$ cat src/logic/general_timer_regs.svh
// Purpose: Register addresses, field positions, reset values and divider counts of the timer group.
// Assumes: 8-bit special function register port, 200 MHz system clock.
// Notes:   Definitions only.
`ifndef GENERAL_TIMER_REGS_SVH
`define GENERAL_TIMER_REGS_SVH

// ==========================================================================
// Register addresses
`define TIMER_CONTROL_ADDR        8'h88
`define CLASSIC_TIMER_MODE_ADDR   8'h89
`define FIRST_TIMER_LOW_ADDR      8'h8A
`define SECOND_TIMER_LOW_ADDR     8'h8B
`define FIRST_TIMER_HIGH_ADDR     8'h8C
`define SECOND_TIMER_HIGH_ADDR    8'h8D
`define TIMER_CLOCK_CONTROL_ADDR  8'h8E
`define THIRD_TIMER_CONTROL_ADDR  8'hC8
`define THIRD_RELOAD_LOW_ADDR     8'hCA
`define THIRD_RELOAD_HIGH_ADDR    8'hCB
`define THIRD_COUNT_LOW_ADDR      8'hCC
`define THIRD_COUNT_HIGH_ADDR     8'hCD

// ==========================================================================
// Timer control bits
`define TCTL_SECOND_FLAG  7
`define TCTL_SECOND_RUN   6
`define TCTL_FIRST_FLAG   5
`define TCTL_FIRST_RUN    4

// ==========================================================================
// Mode register fields
`define MODE_SECOND_GATE  7
`define MODE_SECOND_CT    6
`define MODE_SECOND_HI    5
`define MODE_SECOND_LO    4
`define MODE_FIRST_GATE   3
`define MODE_FIRST_CT     2
`define MODE_FIRST_HI     1
`define MODE_FIRST_LO     0

// ==========================================================================
// Clock control fields
`define CKC_RSVD_HI       7
`define CKC_RSVD_LO       6
`define CKC_THIRD_HIGH    5
`define CKC_THIRD_LOW     4
`define CKC_SECOND_CLK    3
`define CKC_FIRST_CLK     2
`define CKC_PRESCALE_HI   1
`define CKC_PRESCALE_LO   0
`define CKC_WRITE_MASK    8'h3F

// ==========================================================================
// Third timer control fields
`define T3C_HIGH_FLAG     7
`define T3C_LOW_FLAG      6
`define T3C_LOW_IRQ_EN    5
`define T3C_CAPTURE_EN    4
`define T3C_SPLIT         3
`define T3C_RUN           2
`define T3C_EXT_SEL       0

// ==========================================================================
// Reset values and dividers
`define REG_RESET         8'h00
`define DIV4_LAST         6'h03
`define DIV12_LAST        6'h0B
`define DIV48_LAST        6'h2F
`define BYTE_ALL_ONES     8'hFF

`endif

$ cat src/logic/general_timer_pkg.sv
// Purpose: Types shared by the timer group.
// Assumes: Nothing beyond the register header.
// Notes:   Mode order follows the two-bit mode field encoding.
package general_timer_pkg;

    typedef enum logic [1:0] {
        MODE_13BIT,
        MODE_16BIT,
        MODE_8BIT_RELOAD,
        MODE_SPLIT
    } classic_mode_e;

endpackage

$ cat src/logic/sync_fall_detect.sv
// Purpose: Synchronise one input to the system clock and pulse on each falling edge.
// Assumes: Input may change at any time.
// Notes:   The first stage is read only by the second stage.
`timescale 1ns/1ps

module sync_fall_detect
(
    input  wire logic clk,
    input  wire logic srst,
    input  wire logic din,
    output logic      fall
);

    logic meta_q;
    logic sync_q;
    logic prev_q;

    always_ff @(posedge clk)
    begin
        if (srst)
        begin
            meta_q <= 1'b0;
            sync_q <= 1'b0;
            prev_q <= 1'b0;
        end
        else
        begin
            meta_q <= din;
            sync_q <= meta_q;
            prev_q <= sync_q;
        end
    end

    assign fall = prev_q & ~sync_q;

endmodule

$ cat src/logic/general_timer_group.sv
// Purpose: Two classic counter/timers and one 16-bit auto-reload/capture timer.
// Assumes: Register port is synchronous to clk; one access per cycle.
// Notes:   Read data is registered one cycle after the read strobe.
//
// Behaviour
// - Gate bit 0: run bit alone enables; gate 1: also needs gate input active.
// - Counter-select 0 counts internal clock; 1 counts count pin falling edges, except second timer while first is split.
// - First timer mode field: 13-bit, 16-bit, 8-bit reload, two 8-bit counters.
// - Second timer mode field: 13-bit, 16-bit, 8-bit reload, inactive.
// - Clock-select picks prescaled or system clock; ignored when counting pins.
// - Prescale field: divide by 12, 4, 48, or external clock divided by 8.
// - External divided clock is synchronised before any timer uses it.
// - Third timer high clock-select acts only in split mode.
// - Third timer low clock-select clocks whole timer, or low byte when split.
// - Top two clock control bits read zero; software writes zeros.
// - 16-bit wrap from all ones reloads counter and sets high flag.
// - Interrupt on full overflow; also on low wrap when low enable set.
// - Split mode: two 8-bit reload timers using their own reload bytes.
// - Split mode: run bit gates only high byte; low byte always counts.
// - Byte clock: system clock, else divide by 12 or external divide by 8.
// - Split wraps set high or low flag; low interrupts only when enabled.
// - Third timer flags are cleared only by software.
// - Capture copies 16-bit count into reload bytes and sets high flag.
// - Capture event on each falling edge of external divided clock.
// - Capture mode: low byte, or whole timer unless split, counts system clock or its divide by 12.
// - 8-bit reload mode: low wrap sets flag and reloads from high byte.
// - 13-bit mode uses high byte and five low bits; flag on wrap.
// - Dual 8-bit mode: high byte uses second run bit, second flag.
// - Capture-enable bit switches capture mode off or on.
`timescale 1ns/1ps
`include "general_timer_regs.svh"

module general_timer_group
(
    input  wire logic       clk,
    input  wire logic       srst,
    input  wire logic [7:0] sfr_addr,
    input  wire logic       sfr_wr,
    input  wire logic       sfr_rd,
    input  wire logic [7:0] sfr_wdata,
    output logic      [7:0] sfr_rdata,
    input  wire logic       gate_input,
    input  wire logic       first_gate_polarity,
    input  wire logic       second_gate_polarity,
    input  wire logic       first_count_pin,
    input  wire logic       second_count_pin,
    input  wire logic       ext_clk_div8,
    output logic            first_timer_overflow_flag,
    output logic            second_timer_overflow_flag,
    output logic            third_timer_irq
);

    // ======================================================================
    // Helpers
    function automatic logic wr_hit(input logic [7:0] a);
        return sfr_wr && (sfr_addr == a);
    endfunction

    // Returns {overflow, high, low} after one count in the given mode.
    function automatic logic [16:0] classic_step(input general_timer_pkg::classic_mode_e m,
                                                 input logic [7:0] lo, input logic [7:0] hi);
        logic [13:0] c13;
        logic [16:0] c16;
        logic [8:0]  c8;
        c13 = {1'b0, hi, lo[4:0]} + 14'h0001;
        c16 = {1'b0, hi, lo} + 17'h00001;
        c8  = {1'b0, lo} + 9'h001;
        unique case (m)
            general_timer_pkg::MODE_13BIT:       return {c13[13], c13[12:5], lo[7:5], c13[4:0]};
            general_timer_pkg::MODE_16BIT:       return c16;
            general_timer_pkg::MODE_8BIT_RELOAD: return {c8[8], hi, c8[8] ? hi : c8[7:0]};
            general_timer_pkg::MODE_SPLIT:       return {c8[8], hi, c8[7:0]};
        endcase
    endfunction

    // ======================================================================
    // Registers
    logic [7:0] mode_q;
    logic [7:0] timer_clock_control_q;
    logic       run0_q;
    logic       run1_q;
    logic       tf0_q;
    logic       tf1_q;
    logic [7:0] tl0_q;
    logic [7:0] th0_q;
    logic [7:0] tl1_q;
    logic [7:0] th1_q;
    logic       third_timer_high_overflow_flag_q;
    logic       third_timer_low_overflow_flag_q;
    logic       len_q;
    logic       cen_q;
    logic       split_q;
    logic       run2_q;
    logic       xclk_q;
    logic [7:0] rll_q;
    logic [7:0] rlh_q;
    logic [7:0] t2l_q;
    logic [7:0] t2h_q;
    logic [7:0] rdata_q;

    // ======================================================================
    // Input edges and prescaler
    logic       t0_fall;
    logic       t1_fall;
    logic       ext_fall;
    logic [1:0] div4_q;
    logic [3:0] div12_q;
    logic [5:0] div48_q;
    logic       tick4;
    logic       tick12;
    logic       tick48;
    logic       presc_tick;

    // Pins are re-synchronised even though nominally synchronous, so a slow edge counts once.
    sync_fall_detect u_t0_edge (.clk(clk), .srst(srst), .din(first_count_pin), .fall(t0_fall));
    sync_fall_detect u_t1_edge (.clk(clk), .srst(srst), .din(second_count_pin), .fall(t1_fall));
    sync_fall_detect u_ext_edge (.clk(clk), .srst(srst), .din(ext_clk_div8), .fall(ext_fall));

    assign tick4  = ({4'h0, div4_q} == `DIV4_LAST);
    assign tick12 = ({2'h0, div12_q} == `DIV12_LAST);
    assign tick48 = (div48_q == `DIV48_LAST);

    always_ff @(posedge clk)
    begin
        if (srst)
        begin
            div4_q  <= 2'h0;
            div12_q <= 4'h0;
            div48_q <= 6'h00;
        end
        else
        begin
            div4_q  <= div4_q + 2'h1;
            div12_q <= tick12 ? 4'h0 : div12_q + 4'h1;
            div48_q <= tick48 ? 6'h00 : div48_q + 6'h01;
        end
    end

    always_comb
    begin
        unique case (timer_clock_control_q[`CKC_PRESCALE_HI:`CKC_PRESCALE_LO])
            2'b00: presc_tick = tick12;
            2'b01: presc_tick = tick4;
            2'b10: presc_tick = tick48;
            2'b11: presc_tick = ext_fall;
        endcase
    end

    // ======================================================================
    // Classic timers
    general_timer_pkg::classic_mode_e m0;
    general_timer_pkg::classic_mode_e m1;
    logic        en0;
    logic        en1;
    logic        gate_input_tick;
    logic        int1_tick;
    logic        tick0;
    logic        tick1;
    logic        th0_tick;
    logic        t0_split;
    logic [16:0] nx0;
    logic [16:0] nx1;
    logic [8:0]  th0_inc;
    logic        ovf0;
    logic        ovf1;
    logic        ovf_th0;

    assign m0        = general_timer_pkg::classic_mode_e'(mode_q[`MODE_FIRST_HI:`MODE_FIRST_LO]);
    assign m1        = general_timer_pkg::classic_mode_e'(mode_q[`MODE_SECOND_HI:`MODE_SECOND_LO]);
    assign t0_split  = (m0 == general_timer_pkg::MODE_SPLIT);
    assign en0 = run0_q & (~mode_q[`MODE_FIRST_GATE] | (gate_input == first_gate_polarity));
    assign gate_input_tick = timer_clock_control_q[`CKC_FIRST_CLK] | presc_tick;
    assign int1_tick = timer_clock_control_q[`CKC_SECOND_CLK] | presc_tick;
    assign tick0     = mode_q[`MODE_FIRST_CT] ? t0_fall : gate_input_tick;
    // While the first timer is split, the second cannot count pins and its run bit is lent away.
    assign tick1     = (mode_q[`MODE_SECOND_CT] && !t0_split) ? t1_fall : int1_tick;
    assign en1 = (t0_split | run1_q) & (~mode_q[`MODE_SECOND_GATE] | (gate_input == second_gate_polarity))
                 & (m1 != general_timer_pkg::MODE_SPLIT);
    assign th0_tick  = t0_split & run1_q & gate_input_tick;
    assign nx0       = classic_step(m0, tl0_q, th0_q);
    assign nx1       = classic_step(m1, tl1_q, th1_q);
    assign th0_inc   = {1'b0, th0_q} + 9'h001;
    assign ovf0      = en0 & tick0 & nx0[16];
    assign ovf1      = en1 & tick1 & nx1[16] & ~t0_split;
    assign ovf_th0   = th0_tick & th0_inc[8];

    always_ff @(posedge clk)
    begin
        if (srst)
        begin
            tl0_q <= `REG_RESET;
            th0_q <= `REG_RESET;
        end
        else
        begin
            if (wr_hit(`FIRST_TIMER_LOW_ADDR))
                tl0_q <= sfr_wdata;
            else if (en0 && tick0)
                tl0_q <= nx0[7:0];
            if (wr_hit(`FIRST_TIMER_HIGH_ADDR))
                th0_q <= sfr_wdata;
            else if (th0_tick)
                th0_q <= th0_inc[7:0];
            else if (en0 && tick0 && !t0_split)
                th0_q <= nx0[15:8];
        end
    end

    always_ff @(posedge clk)
    begin
        if (srst)
        begin
            tl1_q <= `REG_RESET;
            th1_q <= `REG_RESET;
        end
        else
        begin
            if (wr_hit(`SECOND_TIMER_LOW_ADDR))
                tl1_q <= sfr_wdata;
            else if (en1 && tick1)
                tl1_q <= nx1[7:0];
            if (wr_hit(`SECOND_TIMER_HIGH_ADDR))
                th1_q <= sfr_wdata;
            else if (en1 && tick1)
                th1_q <= nx1[15:8];
        end
    end

    // Hardware set wins over a software clear in the same cycle.
    always_ff @(posedge clk)
    begin
        if (srst)
        begin
            run0_q <= 1'b0;
            run1_q <= 1'b0;
            tf0_q  <= 1'b0;
            tf1_q  <= 1'b0;
        end
        else
        begin
            if (wr_hit(`TIMER_CONTROL_ADDR))
            begin
                run0_q <= sfr_wdata[`TCTL_FIRST_RUN];
                run1_q <= sfr_wdata[`TCTL_SECOND_RUN];
            end
            tf0_q <= (wr_hit(`TIMER_CONTROL_ADDR) ? sfr_wdata[`TCTL_FIRST_FLAG] : tf0_q) | ovf0;
            tf1_q <= (wr_hit(`TIMER_CONTROL_ADDR) ? sfr_wdata[`TCTL_SECOND_FLAG] : tf1_q)
                     | ovf1 | ovf_th0;
        end
    end

    always_ff @(posedge clk)
    begin
        if (srst)
        begin
            mode_q  <= `REG_RESET;
            timer_clock_control_q <= `REG_RESET;
        end
        else
        begin
            if (wr_hit(`CLASSIC_TIMER_MODE_ADDR))
                mode_q <= sfr_wdata;
            if (wr_hit(`TIMER_CLOCK_CONTROL_ADDR))
                timer_clock_control_q <= sfr_wdata & `CKC_WRITE_MASK;
        end
    end

    // ======================================================================
    // Third timer
    logic        ext_or_12;
    logic        tick2l;
    logic        tick2h;
    logic        run2l;
    logic        run2h;
    logic [16:0] t2_inc16;
    logic [8:0]  t2l_inc;
    logic [8:0]  t2h_inc;
    logic        wrap16;
    logic        wrap_l;
    logic        wrap_h;
    logic        capture;

    assign ext_or_12 = xclk_q ? ext_fall : tick12;
    // Capture mode measures the external clock, so the low byte (whole timer unless split) cannot also count it.
    assign tick2l  = timer_clock_control_q[`CKC_THIRD_LOW] | (cen_q ? tick12 : ext_or_12);
    assign tick2h  = split_q ? (timer_clock_control_q[`CKC_THIRD_HIGH] | ext_or_12) : tick2l;
    assign run2l   = (split_q | run2_q) & tick2l;
    assign run2h   = run2_q & tick2h;
    assign t2_inc16 = {1'b0, t2h_q, t2l_q} + 17'h00001;
    assign t2l_inc = {1'b0, t2l_q} + 9'h001;
    assign t2h_inc = {1'b0, t2h_q} + 9'h001;
    assign wrap16  = !split_q && run2l && t2_inc16[16];
    assign wrap_l  = run2l && t2l_inc[8];
    assign wrap_h  = split_q && run2h && t2h_inc[8];
    assign capture = cen_q & ext_fall;

    always_ff @(posedge clk)
    begin
        if (srst)
        begin
            t2l_q <= `REG_RESET;
            t2h_q <= `REG_RESET;
        end
        else
        begin
            if (wr_hit(`THIRD_COUNT_LOW_ADDR))
                t2l_q <= sfr_wdata;
            else if (wrap16 || (split_q && wrap_l))
                t2l_q <= rll_q;
            else if (run2l)
                t2l_q <= t2l_inc[7:0];
            if (wr_hit(`THIRD_COUNT_HIGH_ADDR))
                t2h_q <= sfr_wdata;
            else if (wrap16 || wrap_h)
                t2h_q <= rlh_q;
            else if (split_q ? run2h : run2l)
                t2h_q <= split_q ? t2h_inc[7:0] : t2_inc16[15:8];
        end
    end

    always_ff @(posedge clk)
    begin
        if (srst)
        begin
            rll_q <= `REG_RESET;
            rlh_q <= `REG_RESET;
        end
        else if (capture)
        begin
            rll_q <= t2l_q;
            rlh_q <= t2h_q;
        end
        else
        begin
            if (wr_hit(`THIRD_RELOAD_LOW_ADDR))
                rll_q <= sfr_wdata;
            if (wr_hit(`THIRD_RELOAD_HIGH_ADDR))
                rlh_q <= sfr_wdata;
        end
    end

    always_ff @(posedge clk)
    begin
        if (srst)
        begin
            third_timer_high_overflow_flag_q  <= 1'b0;
            third_timer_low_overflow_flag_q  <= 1'b0;
            len_q   <= 1'b0;
            cen_q   <= 1'b0;
            split_q <= 1'b0;
            run2_q  <= 1'b0;
            xclk_q  <= 1'b0;
        end
        else
        begin
            if (wr_hit(`THIRD_TIMER_CONTROL_ADDR))
            begin
                len_q   <= sfr_wdata[`T3C_LOW_IRQ_EN];
                cen_q   <= sfr_wdata[`T3C_CAPTURE_EN];
                split_q <= sfr_wdata[`T3C_SPLIT];
                run2_q  <= sfr_wdata[`T3C_RUN];
                xclk_q  <= sfr_wdata[`T3C_EXT_SEL];
            end
            third_timer_high_overflow_flag_q <= (wr_hit(`THIRD_TIMER_CONTROL_ADDR) ? sfr_wdata[`T3C_HIGH_FLAG] : third_timer_high_overflow_flag_q)
                      | wrap16 | wrap_h | capture;
            third_timer_low_overflow_flag_q <= (wr_hit(`THIRD_TIMER_CONTROL_ADDR) ? sfr_wdata[`T3C_LOW_FLAG] : third_timer_low_overflow_flag_q)
                      | wrap_l;
        end
    end

    assign third_timer_irq = third_timer_high_overflow_flag_q | (third_timer_low_overflow_flag_q & len_q);
    assign first_timer_overflow_flag  = tf0_q;
    assign second_timer_overflow_flag = tf1_q;

    // ======================================================================
    // Read port
    always_ff @(posedge clk)
    begin
        if (srst)
            rdata_q <= `REG_RESET;
        else if (sfr_rd)
        begin
            case (sfr_addr)
                `TIMER_CONTROL_ADDR:       rdata_q <= {tf1_q, run1_q, tf0_q, run0_q, 4'h0};
                `CLASSIC_TIMER_MODE_ADDR:  rdata_q <= mode_q;
                `FIRST_TIMER_LOW_ADDR:     rdata_q <= tl0_q;
                `SECOND_TIMER_LOW_ADDR:    rdata_q <= tl1_q;
                `FIRST_TIMER_HIGH_ADDR:    rdata_q <= th0_q;
                `SECOND_TIMER_HIGH_ADDR:   rdata_q <= th1_q;
                `TIMER_CLOCK_CONTROL_ADDR: rdata_q <= {2'b00, timer_clock_control_q[5:0]};
                `THIRD_TIMER_CONTROL_ADDR: rdata_q <= {third_timer_high_overflow_flag_q, third_timer_low_overflow_flag_q, len_q, cen_q, split_q, run2_q, 1'b0, xclk_q};
                `THIRD_RELOAD_LOW_ADDR:    rdata_q <= rll_q;
                `THIRD_RELOAD_HIGH_ADDR:   rdata_q <= rlh_q;
                `THIRD_COUNT_LOW_ADDR:     rdata_q <= t2l_q;
                `THIRD_COUNT_HIGH_ADDR:    rdata_q <= t2h_q;
                default:                   rdata_q <= `REG_RESET;
            endcase
        end
    end

    assign sfr_rdata = rdata_q;

    // ======================================================================
    // Checks
    a_gate_blocks_count: assert property (@(posedge clk) disable iff (srst)
        (mode_q[`MODE_FIRST_GATE] && gate_input != first_gate_polarity && !wr_hit(`FIRST_TIMER_LOW_ADDR))
        |=> $stable(tl0_q))
        else $error("first timer counted while gated off");
    a_timer_clock_control_top_zero: assert property (@(posedge clk) disable iff (srst)
        (sfr_rd && sfr_addr == `TIMER_CLOCK_CONTROL_ADDR) |=> sfr_rdata[7:6] == 2'b00)
        else $error("clock control top bits not zero");
    a_div12_spacing: assert property (@(posedge clk) disable iff (srst)
        tick12 |=> !tick12 [*8])
        else $error("divide by 12 tick too early");
    a_mode2_reload: assert property (@(posedge clk) disable iff (srst)
        (m0 == general_timer_pkg::MODE_8BIT_RELOAD && en0 && tick0 && tl0_q == `BYTE_ALL_ONES
         && !wr_hit(`FIRST_TIMER_LOW_ADDR) && !wr_hit(`FIRST_TIMER_HIGH_ADDR)) |=> (tl0_q == th0_q) && tf0_q)
        else $error("8-bit reload missed");
    a_inactive_holds: assert property (@(posedge clk) disable iff (srst)
        (m1 == general_timer_pkg::MODE_SPLIT && !wr_hit(`SECOND_TIMER_LOW_ADDR)) |=> $stable(tl1_q))
        else $error("inactive second timer moved");
    a_wrap16_reload: assert property (@(posedge clk) disable iff (srst)
        (wrap16 && !capture && !sfr_wr) |=> ({t2h_q, t2l_q} == {rlh_q, rll_q}) && third_timer_high_overflow_flag_q)
        else $error("16-bit reload missed");
    a_low_free_run: assert property (@(posedge clk) disable iff (srst)
        (split_q && tick2l && t2l_q != `BYTE_ALL_ONES && !wr_hit(`THIRD_COUNT_LOW_ADDR))
        |=> t2l_q == $past(t2l_q) + 8'h01)
        else $error("split low byte did not count");
    a_flag_sticky: assert property (@(posedge clk) disable iff (srst)
        (third_timer_high_overflow_flag_q && !wr_hit(`THIRD_TIMER_CONTROL_ADDR)) |=> third_timer_high_overflow_flag_q)
        else $error("high flag cleared by hardware");
    a_capture_copy: assert property (@(posedge clk) disable iff (srst)
        capture |=> ({rlh_q, rll_q} == $past({t2h_q, t2l_q})) && third_timer_high_overflow_flag_q)
        else $error("capture did not copy count");
    a_low_irq_gate: assert property (@(posedge clk) disable iff (srst)
        (wrap_l && len_q && !wr_hit(`THIRD_TIMER_CONTROL_ADDR)) |=> third_timer_irq)
        else $error("low wrap interrupt missing");

endmodule

$ cat config.mk
export PLATFORM = sky130hd
export DESIGN_NAME = general_timer_group
export DESIGN_NICKNAME = d
export VERILOG_FILES = /design/src/logic/general_timer_pkg.sv /design/src/logic/sync_fall_detect.sv /design/src/logic/general_timer_group.sv
export VERILOG_INCLUDE_DIRS = /design/src /design/src/logic
export SDC_FILE = /design/constraint.sdc
export NUM_CORES = 1
export LEC_CHECK = 0
export BUFFER_PORTS_ARGS = -buffer_cell sky130_fd_sc_hd__buf_2
export CAP_MARGIN = 20
export CORE_MARGIN = 4
export CORE_UTILIZATION = 59
export CTS_CLUSTER_DIAMETER = 150
export DETAILED_ROUTE_END_ITERATION = 7
export GPL_ROUTABILITY_DRIVEN = 0
export PLACE_DENSITY = 0.75
export SETUP_SLACK_MARGIN = 0.1
export SLEW_MARGIN = 20
export SYNTH_ARGS = -nofsm -noshare
export SYNTH_HDL_FRONTEND = slang
export SYNTH_SLANG_ARGS = --single-unit
$ cat constraint.sdc
create_clock -name clk -period 2.3 [get_ports clk]
set_input_delay 0.115 -clock clk [delete_from_list [all_inputs] [get_ports clk]]
set_output_delay 0.115 -clock clk [all_outputs]
set_load 0.005 [all_outputs]
Yosys cells after proc, flatten, opt, wreduce, memory -nomap -nowiden
Index checks and enable logic that the tools add are counted.
- add/sub/neg operators: 13
- equality and inequality tests: 33
- mux-type cells: 36
- bitwise operators: 40
- reductions and logical operators: 43
- operators by type and width (cell ; count):
    8-bit two-way mux ; 22
    17-bit case mux with 4 select lines ; 2
    8-bit == test, second input constant ; 12
    8-bit case mux with 12 select lines ; 1
    16-bit by 1-bit adder with 17-bit output, second input constant ; 3
    8-bit by 1-bit adder with 9-bit output, second input constant ; 5
    13-bit by 1-bit adder with 14-bit output, second input constant ; 2
    1-bit logical AND ; 22
    1-bit AND ; 18
    1-bit OR ; 16
    2-bit == test, second input constant ; 7
    1-bit two-way mux ; 10
    2-bit != test, second input constant ; 5
    2-bit nonzero test ; 5
    3-bit nonzero test ; 3
    6-bit by 1-bit adder with 6-bit output, second input constant ; 1
    2-bit by 1-bit == test with 1-bit output, second input constant ; 3
    6-bit == test, second input constant ; 1
    2-bit zero test ; 3
    1-bit inverter ; 6
    3-bit AND reduction ; 2
    4-bit by 1-bit adder with 4-bit output, second input constant ; 1
    4-bit == test, second input constant ; 1
    1-bit case mux with 4 select lines ; 1
    8 further kinds ; 13
- bits in registers: 118
- bits of input ports: 26
- output and inout port bits: 11
- logic and storage cells: 201

Logic depth before layout (Yosys ltp)
Gate-level depths: netlist of the first run.
- depth in word-level cells: 12
- depth in mapped cells: 9
- gate-level depth less buffers: 7

By module
From an unflattened synthesis of the first run, not the netlist that was laid out.
- cell total of the unflattened synthesis: 899
- area total of the unflattened synthesis: 7283.2 µm²
- modules (own cells, without submodules) (module ; times used ; cells each ; area each (µm²) ; seq. area each (µm²)):
    general_timer_group ; 1 ; 878 ; 7020.5 ; 2182.1
    sync_fall_detect ; 3 ; 7 ; 87.6 ; 60.1

Worst setup path after synthesis of the first run
Ideal clock, no wire load.
- path kind: register -> register
- start: reg div12_q[0]
- end: reg tl1_q[2]
- setup time: 103 ps
- arrival time: 2024 ps
- required time: 2197 ps
- setup slack: 173 ps
- cell stages (with the launch flop): 9
- path buffers: 1
- period minus slack after synthesis: 2127 ps
- cell sequence: dfxtp_1 ha_1 nor4bb_2 a311oi_2 o21ai_4 and2_1 buf_2 and3_1 a2111oi_2
- word-level cells in the longest chain between the ends: 6
- RTL lines (what ; line ; RTL):
    from (decl) ; general_timer_group.sv:107 ; logic [3:0] div12_q;
    from (signal assigned) ; general_timer_group.sv:134 ; div12_q <= tick12 ? 4'h0 : div12_q + 4'h1;
    4-bit == test (no line) ; n/a ;
    1-bit case mux with 4 select lines ; general_timer_group.sv:141 ; unique case (timer_clock_control_q[`CKC_PRESCALE_HI:`CKC_PRESCALE_LO])
    1-bit OR ; general_timer_group.sv:173 ; assign int1_tick = timer_clock_control_q[`CKC_SECOND_CLK] | presc_tick;
    1-bit two-way mux ; general_timer_group.sv:176 ; assign tick1 = (mode_q[`MODE_SECOND_CT] && !t0_split) ? t1_fall : int1_tick;
    1-bit logical AND ; general_timer_group.sv:220 ; else if (en1 && tick1)
    2-bit nonzero test (no line) ; n/a ;
    to (signal assigned) ; general_timer_group.sv:213 ; tl1_q <= `REG_RESET;
    to (signal assigned) ; general_timer_group.sv:219 ; tl1_q <= sfr_wdata;
    to (signal assigned) ; general_timer_group.sv:221 ; tl1_q <= nx1[7:0];
    to (decl) ; general_timer_group.sv:86 ; logic [7:0] tl1_q;
Every way passes these cells.
A chain may end at the register's enable or synchronous reset.

Worst setup path in the final report of the first run
- start: reg div12_q[0]
- end: reg tl0_q[7]
- word-level cells in the longest chain between the ends: 7
- RTL lines (what ; line ; RTL):
    4-bit == test (no line) ; n/a ;
    1-bit case mux with 4 select lines ; general_timer_group.sv:141 ;
    1-bit OR ; general_timer_group.sv:172 ; assign gate_input_tick = timer_clock_control_q[`CKC_FIRST_CLK] | presc_tick;
    1-bit two-way mux ; general_timer_group.sv:174 ; assign tick0 = mode_q[`MODE_FIRST_CT] ? t0_fall : gate_input_tick;
    1-bit logical AND ; general_timer_group.sv:198 ; else if (en0 && tick0)
    2-bit nonzero test (no line) ; n/a ;
    2-bit AND reduction (no line) ; n/a ;
    to (signal assigned) ; general_timer_group.sv:191 ; tl0_q <= `REG_RESET;
    to (signal assigned) ; general_timer_group.sv:197 ; tl0_q <= sfr_wdata;
    to (signal assigned) ; general_timer_group.sv:199 ; tl0_q <= nx0[7:0];
    to (decl) ; general_timer_group.sv:84 ; logic [7:0] tl0_q;
Every way passes these cells.

==> results of run 1 <==
worst min-delay path: stages:
cell	delay, ns
buf_2	0.21
nand2_1	0.09
a21oi_1	0.05
power breakdown:
group | switching (uW) | total (uW) | internal, uW
logic | 196 | 291 | 94.9
registers | 27.4 | 2100 | 2070
clock network | 954 | 2730 | 1780
total | 1180 | 5120 | 3940
cells in the mapped netlist (all sizes together), types with 15 or more instances:
cell type	instances	share of area [%]
dfxtp	118	31
nor2	117	5.9
nand2	75	3.8
mux2i	57	7.6
clkbuf	49	2.4
o21ai	44	3.1
nand3	41	2.9
a21oi	32	2.1
a211oi	28	2.8
nor3	25	1.9
and3	22	1.8
buf	22	1.7
inv	20	0.99
nor2b	16	1.3
nor4	16	1.6
xnor2	16	1.9
xor2	15	1.7
area by class of cell:
| cell class | count | area [um2] |
|---|---|---|
| clock inverter | 9 | 123.9 |
| sequential | 118 | 2367 |
| timing repair buffer | 91 | 640.6 |
| fill | 1018 | 3746 |
| tap | 172 | 215.2 |
| inverter | 20 | 75.07 |
| clock buffer | 23 | 478.0 |
| multi-input combinational | 732 | 4922 |
cell families after synthesis:
logic type / count (synthesis)
DFF: 118
and+or+nand+nor: 387
AOI/OAI and AO/OA: 239
xor gates and xnor gates: 31
muxes: 65
adders and majority gates: 8
buffers and inverters: 91
per-stage QoR:
stage	setup WS, ns	total power [uW]	utilization [%]	cell area (um2)
detailed placement	0.01212	2411	63.99	8043
CTS	0.09171	5110	69.22	8700
floorplan	0.1729	2297	-	7551
finish	0.1749	5122	70.19	8822
global placement	0.09954	2403	63.99	8043
global route	0.09155	5242	70.19	8822
registers in the layout, indices dropped and copies added, names as in the netlist, 2 cells and up:
register,count
div12_q,4
rlh_q,8
t2l_q,8
timer_clock_control_q,6
div48_q,6
th1_q,8
rll_q,8
mode_q,8
div4_q,2
tl1_q,8
th0_q,8
sfr_rdata,8
tl0_q,8
t2h_q,8
worst min-delay path by stage:
stage                    startpoint                end  slack, ns  depth (start not counted)
floorplan              ext_clk_div8  u_ext_edge.meta_q       0.24                          1
global placement    first_count_pin   u_t0_edge.meta_q       0.33                          2
detailed placement  first_count_pin   u_t0_edge.meta_q       0.34                          2
CTS                    sfr_wdata[2]           tl0_q[2]       0.08                          3
global route           sfr_wdata[2]           tl0_q[2]       0.09                          3
finish                 sfr_wdata[2]           tl0_q[2]        0.1                          3
per-layer routing:
metal  GRT usage [%]  vias up
met5               0        -
met4           17.30        0
met3           10.86      129
met2           52.48      589
met1           44.64     3800
li1                -     3600
what timing repair did:
action,in CTS,in global routing
endpoints found under the setup margin,11,35
cloned,0,2
buffers inserted,0,3
hold buffers,3,0
pin swaps,2,4
hold endpoints to repair,3,0
resized for setup,5,24
cells in the final DEF, fill, tap and decap left out, types with 17 or more instances in the layout:
master     instances
nand2_1           74
o21ai_0           38
a21oi_1           31
and3_1            21
a211oi_1          28
nor3_1            21
inv_1             20
nor2_1           114
clkbuf_16         17
mux2i_1           57
dfxtp_1          114
buf_2             35
nand3_1           39
buf_4             50
==> metrics.yaml, run 1 <==
status: "complete, no violations"
grt_usage_pct: 34.67
required_ns: 2.60
clockBufferDepth: 2
cts-root-buf: "clkbuf_16"
crit_cells: 7
placementRows: 41
rsz0062_at_grt: "yes"
die-area_um2: 14670
antennaDiodeCount: 0
place_hpwl_um: 17600
io-pin-count: 37
netlist_instances: 939
firstDrtPassIters: 7
syn_area_um2: 7551
synth_edf_count: 0
worstSkewPairLatency_ns: 0.42
fin_nets: 1014
crit_type: "flip-flop to flip-flop"
overflow: 0
synth_compound_area_share_pct: 22.70
r2r_cells: 7
route.detailed.drc: 0
crit_slowest_cell: "or3_1"
crit_family: "compound AO/OA/AOI/OAI gates"
slew_headroom_pct: 59.49
wl_per_cell_um: 22.27
path_clk_slew_ns: 0.06
yosys-mux-area-fraction_pct: 9.047
first_iter_violations: 1159
vias: 8118
crit_path_start: "div12_q[0]"
r2r-end: "tl0_q[7]"
slew_violations: 0
numCtsBuffers: 17
cts_tree: "yes"
path_cells: "ha_2 > nor4bb_4 > a311oi_4 > o21a_2 > or3_1 > a211oi_1 > o22ai_1"
ir_drop_mv: 0.5182
routed_wirelength_um: 25940
fin_crit_ns: 2.125
setup_violations: 0
die_w_um: 121.1
final_cell_count_no_fill: 1165
avgViaCountPerCell: 6.968
ys_async_sr_fraction_pct: 0
wl_met1_um: 10100
area_growth_pct: 16.84
synth_xor_area_share_pct: 3.596
ys_seq_elements: 118
first_global_vias: 7335
highest_layer: "met4"
io_buffers: 36
htree_levels: 4
antenna_found_initial: 0
clock_skew_ns: 0.006585
fin_hold_ws_ns: 0.09711
drive_gt1_share_pct: 17.52
grt_pass1_wl_um: 39710
fin_setup_tns_ns: 0
synth_top_family_by_area: "simple AND/OR/NAND/NOR gates"
synth_cell_types: 86
die_h_um: 121.1
synthSimpleGateAreaFrac_pct: 26.93
endpoint_kind: "flip-flop"
ys.flop_type: "dfxtp_1"
fmax_ghz: 0.4706
total_leakage_power_uw: 0.003241
grt_max_degree: 101
critPathMaxFanout: 5
powerDensity_nw_per_um2: 580.6
path_buf_inv: 0
route.met3.wl_um: 3080
route.met2.wl_um: 11360
antenna_left: 0
rrSetupSlack_ns: 0.17
crit_arrival_ns: 2.43
yosys.area_share.adder_pct: 1.326
crit_end: "tl0_q[7]"
avgSynthCellArea_um2: 8.042
synth_nets: 973
start_util_pct: 60.08
yosysWarnings: 0
finalHoldViolCount: 0
clock_sinks: 118
finalCritPeriodShare_pct: 92.39
ys_seq_area_share_pct: 31.28
max-cap-violations: 0
critPathMaxStageDelay_ns: 0.38
dp.cells: 1125
reg2reg_from: "div12_q[0]"
hp-class: "primary input to flip-flop"
coreArea_um2: 12570
worstMarginPinSlew_ns: 0.6055
critPathLaunchType: "flip-flop"
(Power assumes the default switching activity.)
==> run 2, diff against run 1 <==
--- a/config.mk
+++ b/config.mk
@@ -13,7 +13,7 @@
 export CTS_CLUSTER_DIAMETER = 150
 export DETAILED_ROUTE_END_ITERATION = 7
 export GPL_ROUTABILITY_DRIVEN = 0
-export PLACE_DENSITY = 0.75
+export PLACE_DENSITY = 0.87
 export SETUP_SLACK_MARGIN = 0.1
 export SLEW_MARGIN = 20
 export SYNTH_ARGS = -nofsm -noshare
==> constraint.sdc (replaced) <==
create_clock -name clk -period 2.3 [get_ports clk]
set_input_delay 0.345 -clock clk [delete_from_list [all_inputs] [get_ports clk]]
set_output_delay 0.345 -clock clk [all_outputs]
set_load 0.005 [all_outputs]
==> run 2 against run 1 <==
Effect of this change: hold slack improved by 0.020 ns; critical path depth did not move; sequential cell count did not move; combinational power rose by 2%; register-to-register slack got worse by 0.02 ns; fmax fell by 0.92%; sequential share of layout area fell by 0.21 points; sequential power barely moved; first-iteration DRC count rose by 38%; die area did not move; power fell by 1.1%; largest power group unchanged.
==> metrics.yaml, run 2 (synthesized netlist as in run 1, its figures left out) <==
status: "complete, no violations"  # unchanged
drive_gt1_share_pct: 19.50  # was 17.52%
firstDrtPassIters: 7  # unchanged
cts_tree: "yes"  # unchanged
grt_usage_pct: 35.69  # was 34.67%
clock_sinks: 118  # unchanged
crit_arrival_ns: 2.48  # was 2.43 ns
path_clk_slew_ns: 0.06  # about the same
numCtsBuffers: 17  # unchanged
cts-root-buf: "clkbuf_16"  # unchanged
avgViaCountPerCell: 7.087  # was 6.968
final_cell_count_no_fill: 1177  # was 1165
grt_max_degree: 55  # was 101
path_cells: "ha_2 > and3_4 > nand3_2 > a221o_2 > a21boi_0 > o2111ai_1 > a221oi_1"  # was ha_2 > nor4bb_4 > a311oi_4 > o21a_2 > or3_1 > a211oi_1 > o22ai_1
crit_type: "flip-flop to flip-flop"  # unchanged
area_growth_pct: 18.08  # was 16.84%
clock_skew_ns: 0.009037  # was 0.006585 ns
overflow: 0  # unchanged
finalHoldViolCount: 0  # unchanged
cts_hold_buf: 0  # was 3
coreArea_um2: 12570  # unchanged
vias: 8341  # was 8118
required_ns: 2.64  # was 2.60 ns
rsz0062_at_grt: "yes"  # unchanged
crit_family: "compound AO/OA/AOI/OAI gates"  # unchanged
max-cap-violations: 0  # unchanged
worstSkewPairLatency_ns: 0.44  # was 0.42 ns
final_common_cell: "nor2_1"
first_iter_violations: 1600  # was 1159
antennaDiodeCount: 0  # unchanged
reg2reg_from: "div48_q[0]"  # was div12_q[0]
total_leakage_power_uw: 0.003283  # was 0.003241 uW
hp-class: "primary input to flip-flop"  # unchanged
powerDensity_nw_per_um2: 567.9  # was 580.6 nW/um2
n_fill_cell: 920  # was 1018
antenna_left: 0  # unchanged
slew_headroom_pct: 58.11  # was 59.49%
hold_start: "second_count_pin"  # was sfr_wdata[2]
fin_crit_ns: 2.145  # was 2.125 ns
place_hpwl_um: 17460  # was 17600 um
antenna_found_initial: 0  # unchanged
dp.cells: 1140  # was 1125
fmax_ghz: 0.4662  # was 0.4706 GHz
critPathMaxStageDelay_ns: 0.50  # was 0.38 ns
setup_violations: 0  # unchanged
critPathMaxFanout: 6  # was 5
first_global_vias: 7713  # was 7335
clockBufferDepth: 2  # unchanged
worstMarginPinSlew_ns: 0.6260  # was 0.6055 ns
rrSetupSlack_ns: 0.16  # was 0.17 ns
hold_end: "u_t1_edge.meta_q"  # was tl0_q[2]
final_cell_mix: "nor2_1, dfxtp_1, nand2_1"  # unchanged
slew_violations: 0  # unchanged
r2r_cells: 7  # unchanged
ir_drop_mv: 0.5213  # was 0.5182 mV
die_h_um: 121.1  # unchanged
die-area_um2: 14670  # unchanged
io-pin-count: 37  # unchanged
fin_nets: 1026  # was 1014
io_buffers: 36  # unchanged
crit_slowest_cell: "a221o_2"  # was or3_1
finalCritPeriodShare_pct: 93.25  # was 92.39%
grt_pass1_wl_um: 40990  # was 39710 um
wl_per_cell_um: 22.42  # was 22.27 um
path_buf_inv: 0  # unchanged
die_w_um: 121.1  # unchanged
htree_levels: 4  # unchanged
min_delay_path_depth: 2  # was 3
route.detailed.drc: 0  # unchanged
fin_setup_tns_ns: 0  # unchanged
placementRows: 41  # unchanged
routed_wirelength_um: 26390  # was 25940 um
r2r-end: "th0_q[6]"  # was tl0_q[7]
start_util_pct: 60.08  # unchanged
critPathLaunchType: "flip-flop"  # unchanged
endpoint_kind: "flip-flop"  # unchanged
==> run 2: stage by stage <==
step           worst slack, ns  power, uW  utilization [%]  instance area [um2]  hold slack [ns]
3_5_place_dp           0.06260       2408            64.69                 8130           0.4174
6_report                0.1552       5064            70.94                 8916           0.1176
4_1_cts                0.09552       5044            69.84                 8777           0.1101
3_3_place_gp           0.09291       2402            64.69                 8130           0.4119
5_1_grt                0.01299       5174            70.94                 8916           0.1390
2_1_floorplan           0.1729       2297                -                 7551           0.3992
==> run 2: area by class of cell <==
class	count	area, um2	share of cell area [%]
repair buffers	104	705.7	7.915
clock inverters	12	126.4	1.417
flip-flops and latches	118	2374	26.62
clock buffers	20	466.7	5.234
well taps	172	215.2	2.414
multi-input cells	731	4954	55.56
inverters	20	75.07	0.8420
==> run 2: what timing repair did <==
action,CTS,global route
pin swaps,3,11
endpoints found under the setup margin,11,30
setup buffers,0,4
cloned,0,1
gates resized for setup,9,27
==> run 2: worst register-to-register path: stages, from the launching register on <==
cell and delay, ns:
dfxtp_1 0.35, ha_2 0.21, and3_4 0.23, nand3_2 0.13, a221o_2 0.50, a21boi_0 0.22
o2111ai_1 0.16, a221oi_1 0.26
==> run 2: worst max-delay path by stage <==
stage	startpoint	to	slack, ns	cells after the start
finish	div48_q[0]	th0_q[6]	0.16	7
global route	tl0_q[0]	th0_q[6]	0.01	7
CTS	div12_q[0]	t2h_q[2]	0.1	8
detailed placement	div12_q[3]	th0_q[5]	0.06	6
global placement	div12_q[3]	th0_q[3]	0.09	6
floorplan	div12_q[0]	tl1_q[2]	0.17	8
==> run 2: routing by layer <==
layer  global-route usage [%]  up-vias  routed length [um]
li1                         -     3624                   -
met3                    11.79      196                3638
met5                        0        -                   0
met2                    53.32      681               11130
met4                    20.80        0                1892
met1                    44.92     3840                9720
==> run 2: where the power goes <==
| part | switching [uW] | internal [uW] |
|---|---|---|
| combinational | 202 | 94.0 |
| clock | 1000 | 1670 |
| sequential | 28.4 | 2070 |
==> run 3, diff against run 2 <==
--- a/config.mk
+++ b/config.mk
@@ -8,6 +8,7 @@
 export LEC_CHECK = 0
 export BUFFER_PORTS_ARGS = -buffer_cell sky130_fd_sc_hd__buf_2
 export CAP_MARGIN = 20
+export CORE_ASPECT_RATIO = 0.8
 export CORE_MARGIN = 4
 export CORE_UTILIZATION = 59
 export CTS_CLUSTER_DIAMETER = 150
==> run 3 against run 2 <==
Effect of this change: the flow now finishes with violations (DRC); fmax fell by 1.8%; sequential share of layout area is 0.24 points lower; first-iteration DRC count rose by 4.3%; highest routed layer is now met5.
==> metrics.yaml, run 3 (synthesized netlist as in run 1, its figures left out) <==
fmax_ghz: 0.4577  # was 0.4662 GHz
crit_arrival_ns: 2.51  # was 2.48 ns
htree_levels: 4  # unchanged
overflow: 0  # unchanged
grt_pass1_wl_um: 42210  # was 40990 um
dp.cells: 1144  # was 1140
die_h_um: 109.2  # was 121.1 um
firstDrtPassIters: 8  # was 7
min_delay_path_depth: 2  # unchanged
hp-class: "primary input to flip-flop"  # unchanged
clock_skew_ns: 0.007527  # was 0.009037 ns
violations: "DRC"
placementRows: 36  # was 41
coreArea_um2: 12340  # was 12570 um2
fin_hold_ws_ns: 0.1252  # was 0.1176 ns
fin_nets: 1029  # was 1026
r2r-end: "t2h_q[2]"  # was th0_q[6]
path_clk_slew_ns: 0.06  # about the same
cts-root-buf: "clkbuf_16"  # unchanged
start_util_pct: 61.18  # was 60.08%
avgViaCountPerCell: 7.142  # was 7.087
antenna_left: 0  # unchanged
rrSetupSlack_ns: 0.12  # was 0.16 ns
status: "finished with violations"  # was complete, no violations
area_growth_pct: 18.76  # was 18.08%
hold_start: "ext_clk_div8"  # was second_count_pin
finalHoldViolCount: 0  # unchanged
fin_crit_ns: 2.185  # was 2.145 ns
die-area_um2: 14680  # was 14670 um2
final_cell_count_no_fill: 1179  # was 1177
io_buffers: 36  # unchanged
first_iter_violations: 1668  # was 1600
critPathMaxFanout: 9  # was 6
hold_end: "u_ext_edge.meta_q"  # was u_t1_edge.meta_q
ir_drop_mv: 0.5686  # was 0.5213 mV
setup_violations: 0  # unchanged
crit_type: "flip-flop to flip-flop"  # unchanged
final_common_cell: "dfxtp_1"  # was nor2_1
wl_per_cell_um: 22.95  # was 22.42 um
slew_violations: 0  # unchanged
numCtsBuffers: 17  # unchanged
die_w_um: 134.5  # was 121.1 um
endpoint_kind: "flip-flop"  # unchanged
route.detailed.drc: 27  # was 0
antennaDiodeCount: 0  # unchanged
powerDensity_nw_per_um2: 577.7  # was 567.9 nW/um2
drive_gt1_share_pct: 19.84  # was 19.50%
grt_usage_pct: 36.92  # was 35.69%
slew_headroom_pct: 55.10  # was 58.11%
required_ns: 2.63  # was 2.64 ns
total_leakage_power_uw: 0.003307  # was 0.003283 uW
place_hpwl_um: 17960  # was 17460 um
clockBufferDepth: 2  # unchanged
grt_max_degree: 71  # was 55
antenna_found_initial: 2  # was 0
final_core_util_pct: 72.66  # was 70.94%
critPathLaunchType: "flip-flop"  # unchanged
dpl_worst_slack_ns: -0.003315  # was 0.06260 ns
clock_sinks: 118  # unchanged
worstSkewPairLatency_ns: 0.43  # was 0.44 ns
setup_ws_ns: 0.1152  # was 0.1552 ns
cts_tree: "yes"  # unchanged
vias: 8421  # was 8341
fin_total_pwr_uw: 5180  # was 5064 uW
first_global_vias: 7710  # was 7713
max-cap-violations: 0  # unchanged
finalCritPeriodShare_pct: 94.99  # was 93.25%
routed_wirelength_um: 27060  # was 26390 um
io-pin-count: 37  # unchanged
r2r_cells: 8  # was 7
reg2reg_from: "div12_q[0]"  # was div48_q[0]
worstMarginPinSlew_ns: 0.6711  # was 0.6260 ns
rsz0062_at_grt: "yes"  # unchanged
final_cell_mix: "dfxtp_1, nor2_1, nand2_1"  # was nor2_1, dfxtp_1, nand2_1
run 3: per-stage QoR:
| stage | TNS (ns) | instance area [um2] |
|---|---|---|
| final | 0 | 8967 |
| after global routing | 0 | 8967 |
| after floorplan | 0 | 7551 |
| after global placement | 0 | 8192 |
| after detailed placement | -0.003315 | 8192 |
| after CTS | 0 | 8872 |
run 3: worst max-delay path by stage:
stage,slack (ns),end,cells past startpoint,from
floorplan,0.17,tl1_q[2],8,div12_q[0]
global placement,0.09,th0_q[5],6,sfr_addr[5]
detailed placement,-0.003,timer_clock_control_q[5],7,sfr_addr[5]
CTS,0.07,tl0_q[5],8,div12_q[0]
global route,0.04,t2h_q[2],8,div12_q[0]
finish,0.12,t2h_q[2],8,div12_q[0]
run 3: repair_timing:
item	CTS	global route
hold buffers	0	0
gates resized for setup	9	27
endpoints found under the setup margin	7	26
buffers inserted	3	0
hold endpoints to repair	0	0
pin swaps	3	10
run 3: final cells by class:
| type | count | area [um2] |
|---|---|---|
| clock inverter | 11 | 148.9 |
| tap | 171 | 214.0 |
| timing repair buffer | 108 | 764.5 |
| fill | 875 | 3374 |
| clock buffer | 21 | 460.4 |
| inverter | 20 | 75.07 |
| multi-input combinational | 730 | 4938 |
| sequential | 118 | 2366 |
run 3: where the power goes:
part | total [uW] | switching [uW] | internal, uW
clock | 2780 | 1020 | 1760
sequential | 2100 | 27.4 | 2070
combinational | 305 | 207 | 98.0
run 3: critical path: stages, from the launching register on:
cell,delay [ns]
dfxtp_2,0.33
ha_2,0.19
buf_4,0.15
and4b_1,0.19
o32a_1,0.37
o21a_2,0.31
and3_1,0.20
xnor2_1,0.12
a221oi_1,0.23
run 3: metal layers:
layer | vias up | wire [um] | global-route usage, % | part of all wire, %
li1 | 3629 | - | - | -
met1 | 3882 | 10160 | 48.54 | 38
met2 | 732 | 11110 | 53.59 | 41
met3 | 176 | 4173 | 13.19 | 15
met4 | 2 | 1597 | 18.68 | 5.9
met5 | - | 19 | 0 | 0.070
